File: config.mk
export PLATFORM = sky130hd
export DESIGN_NAME = odc_top
export DESIGN_NICKNAME = d
export VERILOG_FILES = /design/src/hw/odc_pkg.sv /design/src/hw/odc_top.sv
export SDC_FILE = /design/constraint.sdc
export NUM_CORES = 1
export LEC_CHECK = 0
export ABC_CLOCK_PERIOD_IN_PS = 3200
export BUFFER_PORTS_ARGS = -buffer_cell sky130_fd_sc_hd__buf_4
export CORE_MARGIN = 2
export CORE_UTILIZATION = 45
export CTS_CLUSTER_SIZE = 30
export DETAILED_ROUTE_END_ITERATION = 10
export PLACE_DENSITY = 0.58
export SYNTH_ARGS = -nofsm -noshare
export SYNTH_HDL_FRONTEND = slang
export SYNTH_SLANG_ARGS = --single-unit
File: constraint.sdc
create_clock -name clk_sys -period 3.2 [get_ports clk_sys]
set_clock_uncertainty 0.15 [all_clocks]
set_input_delay 0.32 -clock clk_sys [delete_from_list [all_inputs] [get_ports clk_sys]]
set_output_delay 0.32 -clock clk_sys [all_outputs]
set_load 0.01 [all_outputs]
File: src/hw/odc_pkg.sv
// Package for the output divider and driver mode control block.
// Assumes a single system clock and a 3-wire serial register port.
package odc_pkg;

	// ----------------------------------------------------------------
	// Register offsets
	// ----------------------------------------------------------------
	localparam logic [6:0] ADDR_LOCK_PIN_TEST_SELECT = 7'h17;
	localparam logic [6:0] ADDR_FIRST_DRV_CTRL      = 7'h32;
	localparam logic [6:0] ADDR_SECOND_DRV_CTRL     = 7'h34;
	// Divider registers have no printed offset
	localparam logic [6:0] ADDR_PRESCALER           = 7'h40;
	localparam logic [6:0] ADDR_FIRST_DIV_LO        = 7'h41;
	localparam logic [6:0] ADDR_FIRST_DIV_HI        = 7'h42;
	localparam logic [6:0] ADDR_SECOND_DIV_LO       = 7'h43;
	localparam logic [6:0] ADDR_SECOND_DIV_HI       = 7'h44;
	localparam logic [6:0] ADDR_STATUS              = 7'h45;

	// ----------------------------------------------------------------
	// Fields and reset values
	// ----------------------------------------------------------------
	localparam int TSEL_LSB     = 1;
	localparam int TSEL_MSB     = 3;
	localparam int DRV_SRC_BIT  = 0;
	localparam int DRV_POL_BIT  = 1;
	localparam int DRV_CUR_BIT  = 2;
	localparam int DRV_MODE_LSB = 3;
	localparam int DRV_MODE_MSB = 5;
	localparam int DRV_PDN_BIT  = 6;
	localparam logic [7:0] RST_TSEL     = 8'h00;
	localparam logic [7:0] RST_DRV_CTRL = 8'h00;
	localparam logic [3:0] RST_PRESCALE = 4'h5;
	localparam logic [9:0] RST_OUT_DIV  = 10'h001;
	localparam logic [3:0] PRESCALE_MIN = 4'h5;
	localparam logic [3:0] PRESCALE_MAX = 4'hb;
	localparam logic [9:0] OUT_DIV_MIN  = 10'h001;

	// ----------------------------------------------------------------
	// Test port codes
	// ----------------------------------------------------------------
	localparam logic [2:0] TSEL_XTAL = 3'h4;
	localparam logic [2:0] TSEL_PUMP = 3'h5;
	localparam logic [2:0] TSEL_REF  = 3'h6;
	localparam logic [2:0] TSEL_FB   = 3'h7;

	// ----------------------------------------------------------------
	// Driver mode codes
	// ----------------------------------------------------------------
	localparam logic [2:0] MODE_CMOS_BOTH = 3'h0;
	localparam logic [2:0] MODE_CMOS_POS  = 3'h1;
	localparam logic [2:0] MODE_CMOS_NEG  = 3'h2;
	localparam logic [2:0] MODE_CMOS_OFF  = 3'h3;
	localparam logic [2:0] MODE_LVDS      = 3'h4;
	localparam logic [2:0] MODE_LVPECL    = 3'h5;

	typedef enum logic [1:0] {
		ODC_FAM_CMOS,
		ODC_FAM_LVDS,
		ODC_FAM_LVPECL,
		ODC_FAM_OFF
	} odc_family_e;

	// ----------------------------------------------------------------
	// Serial port
	// ----------------------------------------------------------------
	localparam int SER_CMD_BITS  = 8;
	localparam int SER_DATA_BITS = 8;
	localparam int SER_CNT_W     = 5;

endpackage : odc_pkg

File: src/hw/odc_top.sv
// Output divider, lock/test pin and driver mode control.
// Assumes the VCO clock is presented as a one-cycle enable on clk_sys
// and all pins are sampled through two flip-flops.
//
// What this block does
// - Lock pin goes high on PLL lock
// - Lock pin goes low on lock loss
// - Test select top bit zero gives lock
// - Codes 100..111 route internal clocks to pin
// - Prescaler divides oscillator by five to eleven
// - Prescaler feeds two independent output dividers
// - Output dividers accept ratios 1 to 1023
// - Source bit picks strap decode or register mode
// - One control register per driver, host programmed
// - CMOS codes set which pins are active
// - 100 LVDS, 101 LVPECL, both pins active
// - Strap pins decode into both driver modes
// - Strapped CMOS negative pin copies positive pin
// - Polarity in CMOS only, current and power-down
// - Each pin has its own CMOS driver
// - Outputs static during oscillator calibration
`timescale 1ns/1ns
`default_nettype none

module odc_top
	import odc_pkg::*;
(
	input  wire logic       clk_sys,
	input  wire logic       rstn,
	input  wire logic       vco_tick,
	input  wire logic       pll_locked,
	input  wire logic       xtal_clk,
	input  wire logic       pump_up_clk,
	input  wire logic       pfd_ref_clk,
	input  wire logic       pfd_fb_clk,
	input  wire logic       vco_cal_busy,
	input  wire logic [2:0] driver_strap_pins,
	input  wire logic       ser_sclk,
	input  wire logic       ser_cs_n,
	input  wire logic       ser_sdio_in,
	output logic            ser_sdio_out,
	output logic            ser_sdio_oe_n,
	output logic            lock_status_pin,
	output logic            first_clock_output,
	output logic            first_clock_output_n,
	output logic            first_out_oe_n,
	output logic            first_out_n_oe_n,
	output logic [1:0]      first_out_family,
	output logic            first_out_high_current,
	output logic            second_clock_output,
	output logic            second_clock_output_n,
	output logic            second_out_oe_n,
	output logic            second_out_n_oe_n,
	output logic [1:0]      second_out_family,
	output logic            second_out_high_current
);

	// ----------------------------------------------------------------
	// Pin synchronisers
	// ----------------------------------------------------------------
	localparam int NSYNC = 11;
	logic [NSYNC-1:0] meta_ff;
	logic [NSYNC-1:0] sync_ff;
	logic [NSYNC-1:0] pin_raw;
	assign pin_raw = {pll_locked, xtal_clk, pump_up_clk, pfd_ref_clk,
		pfd_fb_clk, vco_cal_busy, driver_strap_pins, ser_sclk, ser_cs_n};

	always_ff @(posedge clk_sys) begin
		if (!rstn) begin
			meta_ff <= '0;
			sync_ff <= '0;
		end else begin
			meta_ff <= pin_raw;
			sync_ff <= meta_ff;
		end
	end

	logic       s_lock, s_xtal, s_pump, s_ref, s_fb, s_cal;
	logic [2:0] s_strap;
	logic       s_sclk, s_cs_n;
	assign {s_lock, s_xtal, s_pump, s_ref, s_fb, s_cal, s_strap, s_sclk,
		s_cs_n} = sync_ff;

	logic sdi_meta_ff, sdi_ff;
	always_ff @(posedge clk_sys) begin
		if (!rstn) begin
			sdi_meta_ff <= 1'b0;
			sdi_ff      <= 1'b0;
		end else begin
			sdi_meta_ff <= ser_sdio_in;
			sdi_ff      <= sdi_meta_ff;
		end
	end

	// ----------------------------------------------------------------
	// Serial port: 8-bit command (rw, 7-bit addr), 8-bit data
	// ----------------------------------------------------------------
	logic                 sclk_d_ff;
	logic [SER_CNT_W-1:0] bit_cnt_ff;
	logic [7:0]           cmd_ff;
	logic [7:0]           wdat_ff;
	logic [7:0]           rdat_ff;
	logic                 wr_stb_ff;
	logic                 sclk_rise, sclk_fall;
	logic [7:0]           rd_mux;

	assign sclk_rise = s_sclk & ~sclk_d_ff;
	assign sclk_fall = ~s_sclk & sclk_d_ff;

	always_ff @(posedge clk_sys) begin
		if (!rstn) begin
			sclk_d_ff  <= 1'b0;
			bit_cnt_ff <= '0;
			cmd_ff     <= 8'h00;
			wdat_ff    <= 8'h00;
			wr_stb_ff  <= 1'b0;
		end else begin
			sclk_d_ff <= s_sclk;
			wr_stb_ff <= 1'b0;
			if (s_cs_n) begin
				bit_cnt_ff <= '0;
			end else if (sclk_rise) begin
				bit_cnt_ff <= bit_cnt_ff + 1'b1;
				if (bit_cnt_ff < SER_CNT_W'(SER_CMD_BITS)) begin
					cmd_ff <= {cmd_ff[6:0], sdi_ff};
				end else if (bit_cnt_ff <
					SER_CNT_W'(SER_CMD_BITS + SER_DATA_BITS)) begin
					wdat_ff <= {wdat_ff[6:0], sdi_ff};
					if (bit_cnt_ff == SER_CNT_W'(SER_CMD_BITS
						+ SER_DATA_BITS - 1) && !cmd_ff[7]) begin
						wr_stb_ff <= 1'b1;
					end
				end
			end
		end
	end

	// Read data shifts out on falling edges after the command byte
	always_ff @(posedge clk_sys) begin
		if (!rstn) begin
			rdat_ff       <= 8'h00;
			ser_sdio_out  <= 1'b0;
			ser_sdio_oe_n <= 1'b1;
		end else if (s_cs_n) begin
			ser_sdio_oe_n <= 1'b1;
		end else if (sclk_fall) begin
			if (bit_cnt_ff == SER_CNT_W'(SER_CMD_BITS) && cmd_ff[7]) begin
				ser_sdio_out  <= rd_mux[7];
				rdat_ff       <= {rd_mux[6:0], 1'b0};
				ser_sdio_oe_n <= 1'b0;
			end else if (!ser_sdio_oe_n) begin
				ser_sdio_out <= rdat_ff[7];
				rdat_ff      <= {rdat_ff[6:0], 1'b0};
			end
		end
	end

	// ----------------------------------------------------------------
	// Registers
	// ----------------------------------------------------------------
	logic [7:0] tsel_reg_ff;
	logic [7:0] drv1_ctrl_ff;
	logic [7:0] drv2_ctrl_ff;
	logic [3:0] prescale_ff;
	logic [9:0] div1_ff;
	logic [9:0] div2_ff;

	always_ff @(posedge clk_sys) begin
		if (!rstn) begin
			tsel_reg_ff  <= RST_TSEL;
			drv1_ctrl_ff <= RST_DRV_CTRL;
			drv2_ctrl_ff <= RST_DRV_CTRL;
			prescale_ff  <= RST_PRESCALE;
			div1_ff      <= RST_OUT_DIV;
			div2_ff      <= RST_OUT_DIV;
		end else if (wr_stb_ff) begin
			case (cmd_ff[6:0])
			ADDR_LOCK_PIN_TEST_SELECT: tsel_reg_ff <= wdat_ff;
			ADDR_FIRST_DRV_CTRL:  drv1_ctrl_ff <= wdat_ff;
			ADDR_SECOND_DRV_CTRL: drv2_ctrl_ff <= wdat_ff;
			ADDR_PRESCALER: begin
				// Out-of-range ratios are clamped, never stored
				if (wdat_ff[3:0] < PRESCALE_MIN) begin
					prescale_ff <= PRESCALE_MIN;
				end else if (wdat_ff[3:0] > PRESCALE_MAX) begin
					prescale_ff <= PRESCALE_MAX;
				end else begin
					prescale_ff <= wdat_ff[3:0];
				end
			end
			ADDR_FIRST_DIV_LO:  div1_ff[7:0] <= wdat_ff;
			ADDR_FIRST_DIV_HI:  div1_ff[9:8] <= wdat_ff[1:0];
			ADDR_SECOND_DIV_LO: div2_ff[7:0] <= wdat_ff;
			ADDR_SECOND_DIV_HI: div2_ff[9:8] <= wdat_ff[1:0];
			default: ;
			endcase
		end
	end

	always_comb begin
		case (cmd_ff[6:0])
		ADDR_LOCK_PIN_TEST_SELECT: rd_mux = tsel_reg_ff;
		ADDR_FIRST_DRV_CTRL:  rd_mux = drv1_ctrl_ff;
		ADDR_SECOND_DRV_CTRL: rd_mux = drv2_ctrl_ff;
		ADDR_PRESCALER:       rd_mux = {4'h0, prescale_ff};
		ADDR_FIRST_DIV_LO:    rd_mux = div1_ff[7:0];
		ADDR_FIRST_DIV_HI:    rd_mux = {6'h00, div1_ff[9:8]};
		ADDR_SECOND_DIV_LO:   rd_mux = div2_ff[7:0];
		ADDR_SECOND_DIV_HI:   rd_mux = {6'h00, div2_ff[9:8]};
		ADDR_STATUS:          rd_mux = {5'h00, s_cal, s_lock, 1'b0};
		default:              rd_mux = 8'h00;
		endcase
	end

	// ----------------------------------------------------------------
	// Lock / test pin
	// ----------------------------------------------------------------
	logic [2:0] tsel;
	logic       pump_half_ff, ref_half_ff, fb_half_ff;
	logic       pump_d_ff, ref_d_ff, fb_d_ff;
	assign tsel = tsel_reg_ff[TSEL_MSB:TSEL_LSB];

	// Halving keeps fast PFD clocks observable on a slow pin
	always_ff @(posedge clk_sys) begin
		if (!rstn) begin
			{pump_d_ff, ref_d_ff, fb_d_ff}          <= 3'h0;
			{pump_half_ff, ref_half_ff, fb_half_ff} <= 3'h0;
		end else begin
			{pump_d_ff, ref_d_ff, fb_d_ff} <= {s_pump, s_ref, s_fb};
			if (s_pump && !pump_d_ff) pump_half_ff <= ~pump_half_ff;
			if (s_ref && !ref_d_ff)   ref_half_ff  <= ~ref_half_ff;
			if (s_fb && !fb_d_ff)     fb_half_ff   <= ~fb_half_ff;
		end
	end

	always_ff @(posedge clk_sys) begin
		if (!rstn) begin
			lock_status_pin <= 1'b0;
		end else begin
			case (tsel)
			TSEL_XTAL: lock_status_pin <= s_xtal;
			TSEL_PUMP: lock_status_pin <= pump_half_ff;
			TSEL_REF:  lock_status_pin <= ref_half_ff;
			TSEL_FB:   lock_status_pin <= fb_half_ff;
			default:   lock_status_pin <= s_lock;
			endcase
		end
	end

	// ----------------------------------------------------------------
	// Prescaler and output dividers
	// ----------------------------------------------------------------
	logic [3:0] pre_cnt_ff;
	logic       pre_tick_ff;
	logic [9:0] cnt1_ff, cnt2_ff;
	logic       clk1_ff, clk2_ff;

	always_ff @(posedge clk_sys) begin
		if (!rstn) begin
			pre_cnt_ff  <= 4'h0;
			pre_tick_ff <= 1'b0;
		end else begin
			pre_tick_ff <= 1'b0;
			if (vco_tick) begin
				if (pre_cnt_ff >= prescale_ff - 4'h1) begin
					pre_cnt_ff  <= 4'h0;
					pre_tick_ff <= 1'b1;
				end else begin
					pre_cnt_ff <= pre_cnt_ff + 4'h1;
				end
			end
		end
	end

	// Each output toggles once per divider period of prescaler ticks
	always_ff @(posedge clk_sys) begin
		if (!rstn) begin
			cnt1_ff <= 10'h000;
			cnt2_ff <= 10'h000;
			clk1_ff <= 1'b0;
			clk2_ff <= 1'b0;
		end else if (pre_tick_ff) begin
			if (cnt1_ff >= div1_ff - OUT_DIV_MIN || div1_ff == 10'h000) begin
				cnt1_ff <= 10'h000;
				clk1_ff <= ~clk1_ff;
			end else begin
				cnt1_ff <= cnt1_ff + 10'h001;
			end
			if (cnt2_ff >= div2_ff - OUT_DIV_MIN || div2_ff == 10'h000) begin
				cnt2_ff <= 10'h000;
				clk2_ff <= ~clk2_ff;
			end else begin
				cnt2_ff <= cnt2_ff + 10'h001;
			end
		end
	end

	// ----------------------------------------------------------------
	// Strap decode and mode selection
	// ----------------------------------------------------------------
	logic [2:0] strap_mode1, strap_mode2;
	always_comb begin
		case (s_strap)
		3'h0:    {strap_mode1, strap_mode2} = {MODE_LVPECL, MODE_LVPECL};
		3'h1:    {strap_mode1, strap_mode2} = {MODE_LVPECL, MODE_LVDS};
		3'h2:    {strap_mode1, strap_mode2} = {MODE_LVDS, MODE_LVPECL};
		3'h3:    {strap_mode1, strap_mode2} = {MODE_LVPECL, MODE_CMOS_POS};
		3'h4:    {strap_mode1, strap_mode2} = {MODE_LVDS, MODE_LVDS};
		3'h5:    {strap_mode1, strap_mode2} = {MODE_LVDS, MODE_CMOS_POS};
		3'h6:    {strap_mode1, strap_mode2} = {MODE_CMOS_POS, MODE_LVDS};
		default: {strap_mode1, strap_mode2} = {MODE_CMOS_POS,
			MODE_CMOS_POS};
		endcase
	end

	logic [2:0] mode1, mode2;
	logic       strap1, strap2;
	assign strap1 = ~drv1_ctrl_ff[DRV_SRC_BIT];
	assign strap2 = ~drv2_ctrl_ff[DRV_SRC_BIT];
	assign mode1 = strap1 ? strap_mode1 :
		drv1_ctrl_ff[DRV_MODE_MSB:DRV_MODE_LSB];
	assign mode2 = strap2 ? strap_mode2 :
		drv2_ctrl_ff[DRV_MODE_MSB:DRV_MODE_LSB];

	// ----------------------------------------------------------------
	// Output drivers
	// ----------------------------------------------------------------
	// Decodes one driver; strapped CMOS drives the negative pin in phase
	function automatic logic [6:0] drv_decode(
		input logic [2:0] mode,
		input logic [7:0] ctrl,
		input logic       strap,
		input logic       clk,
		input logic       cal
	);
		logic       oe_p_n, oe_n_n, pos, neg, lvl;
		logic [1:0] fam;
		oe_p_n = 1'b1;
		oe_n_n = 1'b1;
		fam    = ODC_FAM_OFF;
		lvl    = cal ? 1'b0 : clk;
		pos    = lvl;
		neg    = ~lvl;
		case (mode)
		MODE_CMOS_BOTH, MODE_CMOS_POS, MODE_CMOS_NEG, MODE_CMOS_OFF: begin
			fam = ODC_FAM_CMOS;
			pos = lvl ^ ctrl[DRV_POL_BIT];
			neg = strap ? pos : ~pos;
			// Strapped CMOS keeps both pins live on their own drivers
			oe_p_n = (mode == MODE_CMOS_NEG) || (mode == MODE_CMOS_OFF);
			oe_n_n = !strap && ((mode == MODE_CMOS_POS) ||
				(mode == MODE_CMOS_OFF));
		end
		MODE_LVDS: begin
			fam    = ODC_FAM_LVDS;
			oe_p_n = 1'b0;
			oe_n_n = 1'b0;
		end
		MODE_LVPECL: begin
			fam    = ODC_FAM_LVPECL;
			oe_p_n = 1'b0;
			oe_n_n = 1'b0;
		end
		default: begin
			fam = ODC_FAM_OFF;
		end
		endcase
		if (ctrl[DRV_PDN_BIT]) begin
			oe_p_n = 1'b1;
			oe_n_n = 1'b1;
		end
		drv_decode = {pos, neg, oe_p_n, oe_n_n, fam, ctrl[DRV_CUR_BIT]};
	endfunction

	// Reset parks both drivers tristated, family off, low current
	localparam logic [6:0] DRV_OUT_RST = 7'h1e;

	always_ff @(posedge clk_sys) begin
		if (!rstn) begin
			{first_clock_output, first_clock_output_n, first_out_oe_n,
				first_out_n_oe_n, first_out_family,
				first_out_high_current} <= DRV_OUT_RST;
			{second_clock_output, second_clock_output_n, second_out_oe_n,
				second_out_n_oe_n, second_out_family,
				second_out_high_current} <= DRV_OUT_RST;
		end else begin
			{first_clock_output, first_clock_output_n, first_out_oe_n,
				first_out_n_oe_n, first_out_family,
				first_out_high_current} <=
				drv_decode(mode1, drv1_ctrl_ff, strap1, clk1_ff, s_cal);
			{second_clock_output, second_clock_output_n, second_out_oe_n,
				second_out_n_oe_n, second_out_family,
				second_out_high_current} <=
				drv_decode(mode2, drv2_ctrl_ff, strap2, clk2_ff, s_cal);
		end
	end

endmodule : odc_top

`default_nettype wire

Word level (Yosys, flattened, before mapping) --
Index checks and enable logic that the tools add are counted.
Cells by class: add/subtract/negate cells 7, multiply operators 0, divide/modulo/power cells 0, order comparisons 7, eq/ne operators 32, shift-type cells 0, muxes and demuxes 31, bitwise gates (word level) 20, reduce and logical (&&, ||, !) cells 49
Operators with widths (number):
- $pmux W8 S9 | 1
- $eq A7 B7 Y1 const B | 6
- $eq A3 B3 Y1 const B | 11
- $reduce_and A2 Y1 | 12
- $add A10 B1 Y10 const B | 2
- $ge A10 B10 Y1 | 2
- $logic_not A10 Y1 | 2
- $mux W10 | 2
- $sub A10 B1 Y10 const B | 2
- $eq A3 B2 Y1 const B | 6
- $mux W8 | 2
- $not A1 Y1 | 16
- $eq A7 B6 Y1 const B | 2
- $mux W1 | 12
- $mux W4 | 3
- $pmux W2 S3 | 2
- $pmux W3 S2 | 2
- $reduce_or A2 Y1 | 6
- $eq A5 B4 Y1 const B | 2
- $eq A3 B1 Y1 const B | 3
- $logic_not A3 Y1 | 3
- $reduce_or A3 Y1 | 3
- $pmux W1 S2 | 4
- $reduce_or A4 Y1 | 2
- 20 further kinds | 38
Word-level totals: flip-flop bits (word level) 153, latch bits 0, bits in writable memories 0, bits in read-only memories 0, input bits 15, output and inout port bits 17, logic and storage cells 191, memories kept 0

Logic depth before layout (Yosys ltp) --
Gate-level depths: netlist of run 1.
depth after elaboration 8, mapped depth 11

Least setup slack after synthesis of run 1 --
No wires, ideal clock.
path kind flip-flop to flip-flop, from register div1_ff[0], to register cnt1_ff[0], setup time 0.128 ns, arrival time 2.468 ns, path slack 0.454 ns, stages on the path, launching flop included 11, buffers on the path 0, clock period less this slack 2.746 ns, path through dfxtp_1 > inv_1 > ha_1 > or4b_2 > nor2_1 > xnor2_1 > ha_1 > a41oi_1 > o31a_1 > o211ai_2 > nor2_1
Between the ends: cells in the longest elaborated chain, start to end 4, elaborated cells on any way between the ends 5, classes of those cells 1 x add/sub; 1 x order compare; 1 x mux; 2 x reduce/logical
Ends and longest elaborated chain:
- start, declared | line odc_top.sv:165 | logic [9:0] div1_ff;
- start signal, assigned | line odc_top.sv:191 | ADDR_FIRST_DIV_LO: div1_ff[7:0] <= wdat_ff;
- $sub A10 B1 Y10 | line odc_top.sv:283 | if (cnt1_ff >= div1_ff - OUT_DIV_MIN || div1_ff == 10'h000) begin
- $ge A10 B10 Y1 | line odc_top.sv:283
- $logic_or A1 B1 Y1 (*) | line odc_top.sv:283
- $mux W10 (*) | line odc_top.sv:283
- end signal, assigned | line odc_top.sv:287 | cnt1_ff <= cnt1_ff + 10'h001;
- end, declared | line odc_top.sv:255 | logic [9:0] cnt1_ff, cnt2_ff;
Every way passes the cells marked *; elsewhere a longest branch is shown, timed or not. A chain may end at the register's enable or synchronous reset.

Final worst setup path of run 1 --
from register div2_ff[0], to register cnt2_ff[7]
Between the ends: cells in the longest elaborated chain, start to end 4, elaborated cells on any way between the ends 5, classes of those cells 1 x add/sub; 1 x order compare; 1 x mux; 2 x reduce/logical
Ends and longest elaborated chain:
- start, declared | line odc_top.sv:166 | logic [9:0] div2_ff;
- start signal, assigned | line odc_top.sv:193 | ADDR_SECOND_DIV_LO: div2_ff[7:0] <= wdat_ff;
- $sub A10 B1 Y10 | line odc_top.sv:289 | if (cnt2_ff >= div2_ff - OUT_DIV_MIN || div2_ff == 10'h000) begin
- $ge A10 B10 Y1 | line odc_top.sv:289
- $logic_or A1 B1 Y1 (*) | line odc_top.sv:289
- $mux W10 (*) | line odc_top.sv:289
- end signal, assigned | line odc_top.sv:293 | cnt2_ff <= cnt2_ff + 10'h001;
- end, declared | line odc_top.sv:255
Marks and branches as above.

==> flow_summary.yaml, run 1 <==
logic_synthesis:
  synth.largest_area_cell: "dfxtp_1"
  seq_area_frac_synth_pct: 43.1
  synth_edf_count: 0
  synth.yosys.warnings: 0
  synth_area_um2: 7070
  synthCells: 765
  synth.distinct_cells: 62
  avgSynthCellArea_um2: 9.24
  synth.area.top_cells: "dfxtp_1, mux2i_1, ha_1"
  async_reset_ff_share_pct: 0
  synth_top_area_share_pct: 43.1
  postSynthNetCount: 813
  synth-main-ff-cell: "dfxtp_1"
  ys_seq_elements: 152
worst_setup_path:
  cp-start-kind: "flop"
  critical_path.max_stage_delay_ns: 0.66
  path_delay_family: "simple AND/OR/NAND/NOR gates"
  cp.arrival_ns: 3.23
  critical_path_buf_inv_count: 1
  critPathSlowestCell: "or4b_2"
  crit_fanout: 9
  crit_chain: "inv_1 -> ha_1 -> or4b_2 -> nor2_1 -> xnor2_1 -> ha_1 -> a41oi_1 -> o31a_1 -> o211ai_4 -> nor2_1"
  required_ns: 3.36
  critical_path_class: "flop to flop"
  end_kind: "flop"
min_path:
  hold_class: "flop to flop"
outcome:
  status: "finished, final reports clean"
place:
  pre_cts_ws_ns: 0.144
  dp_cells: 983
  io_buffers: 31
  place_area_um2: 7490
  place.detailed.hpwl_mm: 11.5
  gp_congestion: 0.917
sta:
  period_needed_ns: 3.07
  fin_hold_ws_ns: 0.288
  slew_violations: 0
  max-slew-margin-rel_pct: 41.5
  worst-slew-pin-transition_ns: 0.874
  period_share_pct: 96.0
  tns_ns: 0
  setup_violations: 0
  hold_viol_final: 0
  fin_ws_ns: 0.129
  clock.fmax_mhz: 326
  rsz0062_at_grt: "false"
floorplan:
  die_x_um: 129
  core-area_um2: 15300
  io_pins: 32
  die_y_um: 129
  die-area_um2: 16700
  start_util_pct: 46.3
  num_rows: 45
layout:
  fin_nets: 852
  area_delta_synth_final_pct: 16.7
  layout_common_cells: "dfxtp_1, nor2_1, nand2_1"
  fin_area_um2: 8250
  layout_commonest_cell: "dfxtp_1"
  final_layout_size_suffix_gt1_share_pct: 12.0
  stdcell_count: 1028
  fillCellCount: 1352
  antenna_cells: 0
clock_network:
  numClockSinks: 152
  cts-buffers-inserted: 17
  clk_pin_slew_worst_paths_ns: 0.07
  root_buffer: "clkbuf_16"
  h-tree-depth: 4
  post-cts-setup-buffers: 0
  worstSkewPairLatency_ns: 0.43
  tritoncts: "yes"
  cts_max_path_buffers: 2
power_and_ir_drop:
  p_seq_share_pct: 47.4
  p_switching_mw: 1.04
  p_per_area_nw_per_um2: 495
  p_int_mw: 3.04
  swShare_pct: 25.5
  pwr-share-comb_pct: 3.3
  ir_drop_mv: 0.398
  leakage_nw: 3.32
  clkPwrFrac_pct: 49.3
global_route:
  grt_pass1_vias: 5289
  grt_use_total_pct: 21.0
  antenna_found_initial: 0
  grt.overflow.total: 0
  grt_max_degree: 59
  grt_pass1_wl_mm: 27.0
run:
  maxCapViolCount: 0
detailed_routing:
  drc: 0
  dr.pass1.iters: 6
  via_count: 5516
  ant_nets: 0
  wirelength_mm: 16.6
  viasPerCell: 5.37
  drtIter0Drc: 394
  wire_per_inst_um: 16.1
## path summary, 6_finish.rpt
kind	from	to	slack, ns	cells after the start
worst min register to register	meta_ff[8]	sync_ff[8]	0.29	1
worst max register to register	div2_ff[0]	cnt2_ff[7]	0.13	10
worst min-delay path	meta_ff[8]	sync_ff[8]	0.29	1
worst max-delay path	div2_ff[0]	cnt2_ff[7]	0.13	10
## synth_stat cells (2+ instances only)
cell         n
a22oi_1      8
mux2i_1     56
a211oi_1     3
a21o_1       8
nor2_1      98
mux4_2       3
nor3_1      13
nor3b_1      2
nand2_1     78
o21ai_0     21
buf_1        4
o31ai_1      4
a22o_1       6
dfxtp_1    152
nor4_1       3
buf_4        2
clkbuf_1    21
nand4_1     12
o32ai_1      2
xor2_1      25
a31oi_1      8
o211ai_2     2
o31a_1       2
or4b_2       4
buf_2        8
nand3_1     13
inv_1       15
or4_1        4
a2bb2oi_1    2
ha_1        33
o211ai_1     3
nand2b_1    17
and3_1      10
o21a_1       2
xnor2_1     24
mux2_2       7
nand3b_1     4
nor2b_1      8
a41oi_1      2
and2_1      31
a21oi_1     22
or3_1        3
## stage by stage
stage | power, mW | util, %
CTS | 4.12 | 53.9
detailed placement | 2.10 | 49.1
global route | 4.24 | 54.0
floorplan | 2.05 | -
finish | 4.09 | 54.0
global placement | 2.10 | 49.1
## layer usage
metal / global-route usage [%] / wire, um / share of wire (%) / vias to the layer above
met5: 0 / 0 / 0 / -
met4: 6.78 / 256 / 1.5 / 0
met3: 6.28 / 716 / 4.3 / 25
met2: 34.6 / 8100 / 49 / 124
met1: 26.4 / 7490 / 45 / 2627
li1: - / - / - / 2740
## power by group through the flow
stage	Sequential (mW)	Combinational, mW	Clock, mW
final	1.94	0.134	2.01
after global routing	1.94	0.150	2.15
after CTS	1.94	0.135	2.05
after detailed placement	1.98	0.122	0
after global placement	1.98	0.119	0
after floorplan	1.98	0.0720	0
## cell type report
class                           count  area (um2)  area share, %
Multi-Input combinational cell    562        3830           46.4
Timing Repair Buffer               56         453           5.49
Clock buffer                       17         425           5.16
Tap cell                          211         264           3.20
Clock inverter                     15         178           2.15
Sequential cell                   152        3040           36.9
Inverter                           15        56.3          0.683
## what timing repair did
item,4_1_cts,5_1_grt
setup endpoints to repair,0,18
hold endpoints to repair,14,0
hold buffers,13,0
gates resized for setup,0,3
## logic make-up after synthesis
logic type | after synthesis | synth area share (%)
multiplexers | 66 | 10.0
AO/OA/AOI/OAI | 104 | 10.1
AND/OR/NAND/NOR | 310 | 21.8
XOR/XNOR | 49 | 6.07
buffers and inverters | 51 | 3.06
flip-flops | 152 | 43.1
adder cells (fa/ha/maj) | 33 | 5.84
## sequential cells by signal (all words and copies together), names as in the netlist, 2 cells and up
signal             count
cnt1_ff               10
cnt2_ff               10
drv2_ctrl_ff           8
div1_ff               10
sync_ff               11
wdat_ff                8
div2_ff               10
prescale_ff            4
drv1_ctrl_ff           8
rdat_ff                7
second_out_family      2
first_out_family       2
bit_cnt_ff             5
tsel_reg_ff            8
meta_ff               11
pre_cnt_ff             4
cmd_ff                 8
(Power assumes the default switching activity.)
==> inputs of run 2 (changes only) <==
Settings changed: ABC_CLOCK_PERIOD_IN_PS 3200 to 3000, CORE_MARGIN 2 to unset, MAX_ROUTING_LAYER set to met4.
Clock period 3.2 ns to 3 ns, I/O delays scaled along.
==> run 2 against run 1 <==
Net effect:
- die area shrank 3.1%
- via count shrank 1.3%
- final area grew 0.77%
- core utilization rose by 0.42 points
==> flow_summary.yaml, run 2 (synthesis results as in run 1) <==
outcome:
  status: "finished, final reports clean"
layout:
  fillCellCount: 1361
  fin_util_pct: 54.5
  seq_area_um2: 3040
  antenna_cells: 0
  layout_common_cells: "dfxtp_1, nor2_1, nand2_1"
  multiInputGateArea_um2: 3880
  fin_area_um2: 8310
  area_delta_synth_final_pct: 17.6
  stdcell_count: 1032
  final_layout_size_suffix_gt1_share_pct: 13.0
  fin_nets: 856
  reg_top3: "meta_ff x11, sync_ff x11"
  layout_commonest_cell: "dfxtp_1"
worst_setup_path:
  crit_top_cell: "ha_1"
  end_kind: "flop"
  regToRegStartpoint: "div2_ff[0]"
  crit_chain: "inv_1 -> ha_1 -> or4b_4 -> nor2_2 -> xnor2_1 -> ha_1 -> a41oi_1 -> o31a_1 -> o211ai_4 -> nor2_1"
  required_ns: 3.17
  cp.arrival_ns: 2.88
  worstReg2RegEnd: "cnt2_ff[7]"
  r2r_cells: 10
  critical_path.max_stage_delay_ns: 0.50
  crit_fanout: 5
  reg2reg_slack_ns: 0.29
  cp-start-kind: "flop"
  critPathSlowestCell: "or4b_4"
  path_delay_family: "compound AO/OA/AOI/OAI gates"
  critical_path_class: "flop to flop"
  critical_path_buf_inv_count: 1
place:
  gp_congestion: 0.927
  place_area_um2: 7510
  dp_cells: 985
  pre_cts_ws_ns: -0.0233
  place.detailed.hpwl_mm: 11.4
  io_buffers: 31
global_route:
  grt.overflow.total: 0
  grt_pass1_wl_mm: 26.3
  grt.met3_usage_pct: 4.36
  grt_pass1_vias: 5265
  antenna_found_initial: 0
  grt_max_degree: 59
  grt_use_total_pct: 21.6
  grt_util_met2_pct: 35.5
  grtUsageMet1_pct: 26.4
  grt.busiest_layer: "met2"
clock_network:
  tritoncts: "yes"
  h-tree-depth: 4
  cts_max_path_buffers: 2
  worstSkewPairLatency_ns: 0.43
  numClockSinks: 152
  root_buffer: "clkbuf_16"
  cts-buffers-inserted: 17
  clk_pin_slew_worst_paths_ns: 0.07
  post-cts-setup-buffers: 0
power_and_ir_drop:
  leakage_nw: 3.35
  p_per_area_nw_per_um2: 528
  p_seq_share_pct: 47.1
  swShare_pct: 22.9
  clkPwrFrac_pct: 49.6
  p_int_mw: 3.38
  p_switching_mw: 1.00
  ir_drop_mv: 0.419
  pwr-share-comb_pct: 3.3
floorplan:
  die-area_um2: 16200
  die_y_um: 127
  die_x_um: 127
  io_pins: 32
  num_rows: 45
  start_util_pct: 46.3
  core-area_um2: 15300
sta:
  fin_hold_ws_ns: 0.245
  hold_viol_final: 0
  period_needed_ns: 2.71
  setup_violations: 0
  clock.fmax_mhz: 368
  worst-slew-pin-transition_ns: 0.958
  slew_violations: 0
  fin_ws_ns: 0.286
  max-slew-margin-rel_pct: 35.6
  period_share_pct: 90.5
  rsz0062_at_grt: "false"
detailed_routing:
  wire_per_inst_um: 15.6
  dr.pass1.iters: 4
  wirelength_mm: 16.1
  via_count: 5442
  viasPerCell: 5.27
  ant_nets: 0
  drc: 0
  drtIter0Drc: 317
min_path:
  whs_path_depth: 3
  holdPathEnd: "prescale_ff[3]"
  hold_start: "rstn"
  hold_class: "input port to flop"
run:
  maxCapViolCount: 0
-- run 2: cell types whose count changed in the layout (fill, tap and decap cells not counted), moves of 2 or more --
cell and change:
inv_8 -5, clkinv_8 -4, bufinv_16 +2, buf_4 +2, nor2_2 +2, inv_6 +8
or4b_4 +2, or4b_2 -2, o211ai_2 +2, nor2_1 -2
-- run 2: power by group through the flow --
stage | Sequential [mW] | Combinational (mW) | Clock [mW]
after floorplan | 2.11 | 0.0769 | 0
after global placement | 2.11 | 0.126 | 0
after detailed placement | 2.11 | 0.129 | 0
after CTS | 2.07 | 0.145 | 2.23
after global routing | 2.07 | 0.161 | 2.32
final | 2.07 | 0.144 | 2.17
-- run 2: cell type report --
type | instances | area share, %
clock buffers | 17 | 5.12
clock inverters | 15 | 2.11
inverters | 15 | 0.678
multi-input cells | 564 | 46.7
flip-flops and latches | 152 | 36.6
well taps | 211 | 3.18
repair buffers | 58 | 5.63
-- run 2: timing repair --
item | 4_1_cts | 5_1_grt
endpoints found under the setup margin | 18 | 21
gates cloned | 0 | 2
hold buffers | 13 | 0
hold endpoints to repair | 14 | 0
pin swaps | 0 | 5
gates resized for setup | 2 | 9
-- run 2: metal layers --
layer,wire length (um),share of wire (%)
met5,0,0
met4,195,1.2
met3,546,3.4
met2,7870,49
met1,7530,47
-- run 2: how the worst max path moves through the flow --
stage	slack, ns	startpoint	cells past startpoint	endpoint
floorplan	0.25	div1_ff[0]	10	cnt1_ff[0]
global placement	0.1	div2_ff[0]	10	cnt2_ff[8]
detailed placement	-0.02	div1_ff[1]	10	cnt1_ff[8]
CTS	0.04	div2_ff[0]	10	cnt2_ff[7]
global route	0.07	div1_ff[0]	11	cnt1_ff[1]
finish	0.29	div2_ff[0]	10	cnt2_ff[7]
-- run 2: metrics by stage --
step                power [mW]  TNS, ns
finish                    4.38        0
global route              4.55        0
CTS                       4.45        0
detailed placement        2.24  -0.0917
global placement          2.24        0
floorplan                 2.19        0
-- run 2: tightest hold or removal path, stage by stage --
cell and delay, ns:
buf_4 0.09, inv_2 0.23, nor2_1 0.17
==> inputs of run 3 (changes only) <==
Settings changed: ABC_AREA set to 1, ABC_CLOCK_PERIOD_IN_PS 3000 to 3300.
Clock period 3 ns to 3.3 ns, I/O delays scaled along.
==> run 3 against run 2 <==
Net effect:
- worst hold slack worse by 0.18 ns
- total power fell by 9.0%
- critical path depth grew 4
- register-to-register slack improved by 0.39 ns
- via count increased by 11%
- die area grew 0.86%
- core utilization shrank 0.73 points
- global-route usage down 0.20 points
- synthesized area is 0.87% higher
- highest routed layer unchanged
==> flow_summary.yaml, run 3 <==
worst_setup_path:
  end_kind: "flop"
  critical_path_class: "flop to flop"
  cp-start-kind: "flop"
  r2r_cells: 14
  cp.arrival_ns: 2.78
  crit_fanout: 9
  regToRegStartpoint: "div2_ff[0]"
  required_ns: 3.46
  reg2reg_slack_ns: 0.68
  worstReg2RegEnd: "cnt2_ff[9]"
sta:
  rsz0062_at_grt: "false"
  period_needed_ns: 2.62
  period_share_pct: 79.4
  hold_viol_final: 0
  tns_ns: 0
  max-slew-margin-rel_pct: 54.6
  fin_ws_ns: 0.680
  setup_violations: 0
  worst-slew-pin-transition_ns: 0.679
  slew_violations: 0
  clock.fmax_mhz: 382
floorplan:
  core-area_um2: 15300
  die_x_um: 128
  num_rows: 45
  die-area_um2: 16400
  die_y_um: 128
  start_util_pct: 46.6
  io_pins: 32
logic_synthesis:
  seq_area_frac_synth_pct: 42.7
  synth_top_area_share_pct: 42.7
  synth.yosys.warnings: 0
  avgSynthCellArea_um2: 7.40
  synth-main-ff-cell: "dfxtp_1"
  synth_edf_count: 0
  synthCells: 963
  synth.most_common_cell: "dfxtp_1"
  postSynthNetCount: 1011
  async_reset_ff_share_pct: 0
  synth.area.top_cells: "dfxtp_1, inv_1, nand2_1"
  ys_seq_elements: 152
  synth.largest_area_cell: "dfxtp_1"
  synth.distinct_cells: 38
  synth_area_um2: 7130
  synth_commonest_cells: "dfxtp_1, inv_1, nand2_1, a21oi_1, o21ai_0"
detailed_routing:
  wire_per_inst_um: 13.2
  drtIter0Drc: 291
  viasPerCell: 4.92
  via_count: 6030
  wirelength_mm: 16.2
  ant_nets: 0
  drc: 0
  dr.pass1.iters: 5
global_route:
  grt.overflow.total: 0
  grt_pass1_vias: 5355
  grt_use_total_pct: 21.4
  grt_pass1_wl_mm: 26.5
  grt_max_degree: 67
  antenna_found_initial: 0
place:
  gp_congestion: 0.857
  dp_cells: 1181
  place.detailed.hpwl_mm: 11.6
  pre_cts_ws_ns: 0.669
  io_buffers: 31
layout:
  reg_top3: "meta_ff x11, sync_ff x11"
  stdcell_count: 1225
  area_delta_synth_final_pct: 15.4
  layout_common_cells: "dfxtp_1, inv_1, nand2_1"
  fin_util_pct: 53.7
  fin_nets: 1049
  layout_commonest_cell: "dfxtp_1"
  antenna_cells: 0
  final_layout_size_suffix_gt1_share_pct: 8.58
clock_network:
  root_buffer: "clkbuf_16"
  worstSkewPairLatency_ns: 0.42
  hold_buffers: 12
  cts_max_path_buffers: 2
  numClockSinks: 152
  ctsResizeCount: 0
  h-tree-depth: 4
  tritoncts: "yes"
  cts-buffers-inserted: 17
  clk_pin_slew_worst_paths_ns: 0.06
  post-cts-setup-buffers: 0
min_path:
  whs_path_depth: 4
  hold_start: "vco_tick"
  hold_class: "input port to flop"
  holdPathEnd: "pre_cnt_ff[0]"
power_and_ir_drop:
  p_per_area_nw_per_um2: 485
  ir_drop_mv: 0.365
  leakage_nw: 3.55
  power.total_mw: 3.99
outcome:
  status: "finished, final reports clean"
run:
  maxCapViolCount: 0
==> run 3: cell types whose count changed after synthesis, sizes merged, moves of 18 or more <==
cell,previous run,this run
mux2i,56,0
inv,15,152
nand2,78,153
nand3,13,62
o21ai,21,97
a21oi,22,105
xnor2,24,6
and2,31,0
==> run 3: stage by stage <==
step	hold WS (ns)	instance area, um2
finish	0.0691	8230
global route	0.0873	8230
CTS	0.0526	8230
detailed placement	0.247	7510
global placement	0.242	7510
floorplan	0.240	7130
==> run 3: metal layers <==
layer / up-vias / track usage, % / wire length (um)
li1: 3188 / - / -
met1: 2716 / 28.9 / 8090
met2: 114 / 32.6 / 7240
met3: 12 / 4.80 / 725
met4: 0 / 5.19 / 127
met5: - / - / 0
==> run 3: cell type report <==
type | count | area, um2
timing repair buffer | 46 | 375
inverter | 155 | 582
tap | 211 | 264
clock inverter | 11 | 123
multi-input combinational | 629 | 3370
sequential | 152 | 3040
fill | 1503 | 7090
clock buffer | 21 | 470
==> run 3: logic make-up after synthesis <==
group | count (synthesis) | synth area share, %
simple gates | 344 | 21.4
compound gates | 218 | 15.9
buf+inv | 182 | 10.0
flops | 152 | 42.7
xor+xnor | 34 | 4.18
fa+ha+maj | 33 | 5.79
==> run 3: how the worst max path moves through the flow <==
stage,slack [ns],startpoint,endpoint
detailed placement,0.67,div1_ff[0],cnt1_ff[5]
CTS,0.66,div2_ff[0],cnt2_ff[9]
finish,0.68,div2_ff[0],cnt2_ff[9]
global route,0.42,div1_ff[0],cnt1_ff[7]
floorplan,1.00,div2_ff[2],cnt2_ff[0]
global placement,0.79,div1_ff[0],cnt1_ff[7]
==> run 3: worst max-delay path, cell delays in order, from the launching register on <==
cell	delay, ns
dfxtp_1	0.31
inv_1	0.13
ha_1	0.20
nand3_1	0.16
nor3_1	0.25
xor2_1	0.20
inv_1	0.06
ha_1	0.26
nand2_1	0.06
nor2_1	0.12
o211ai_1	0.10
nand4_1	0.14
nand2_1	0.10
nand2_2	0.19
nor2_1	0.07
==> run 3: power by group <==
| group | switching (mW) | internal (mW) |
|---|---|---|
| clock network | 0.757 | 1.17 |
| registers | 0.0176 | 1.87 |
| logic | 0.106 | 0.0672 |
| total | 0.880 | 3.11 |
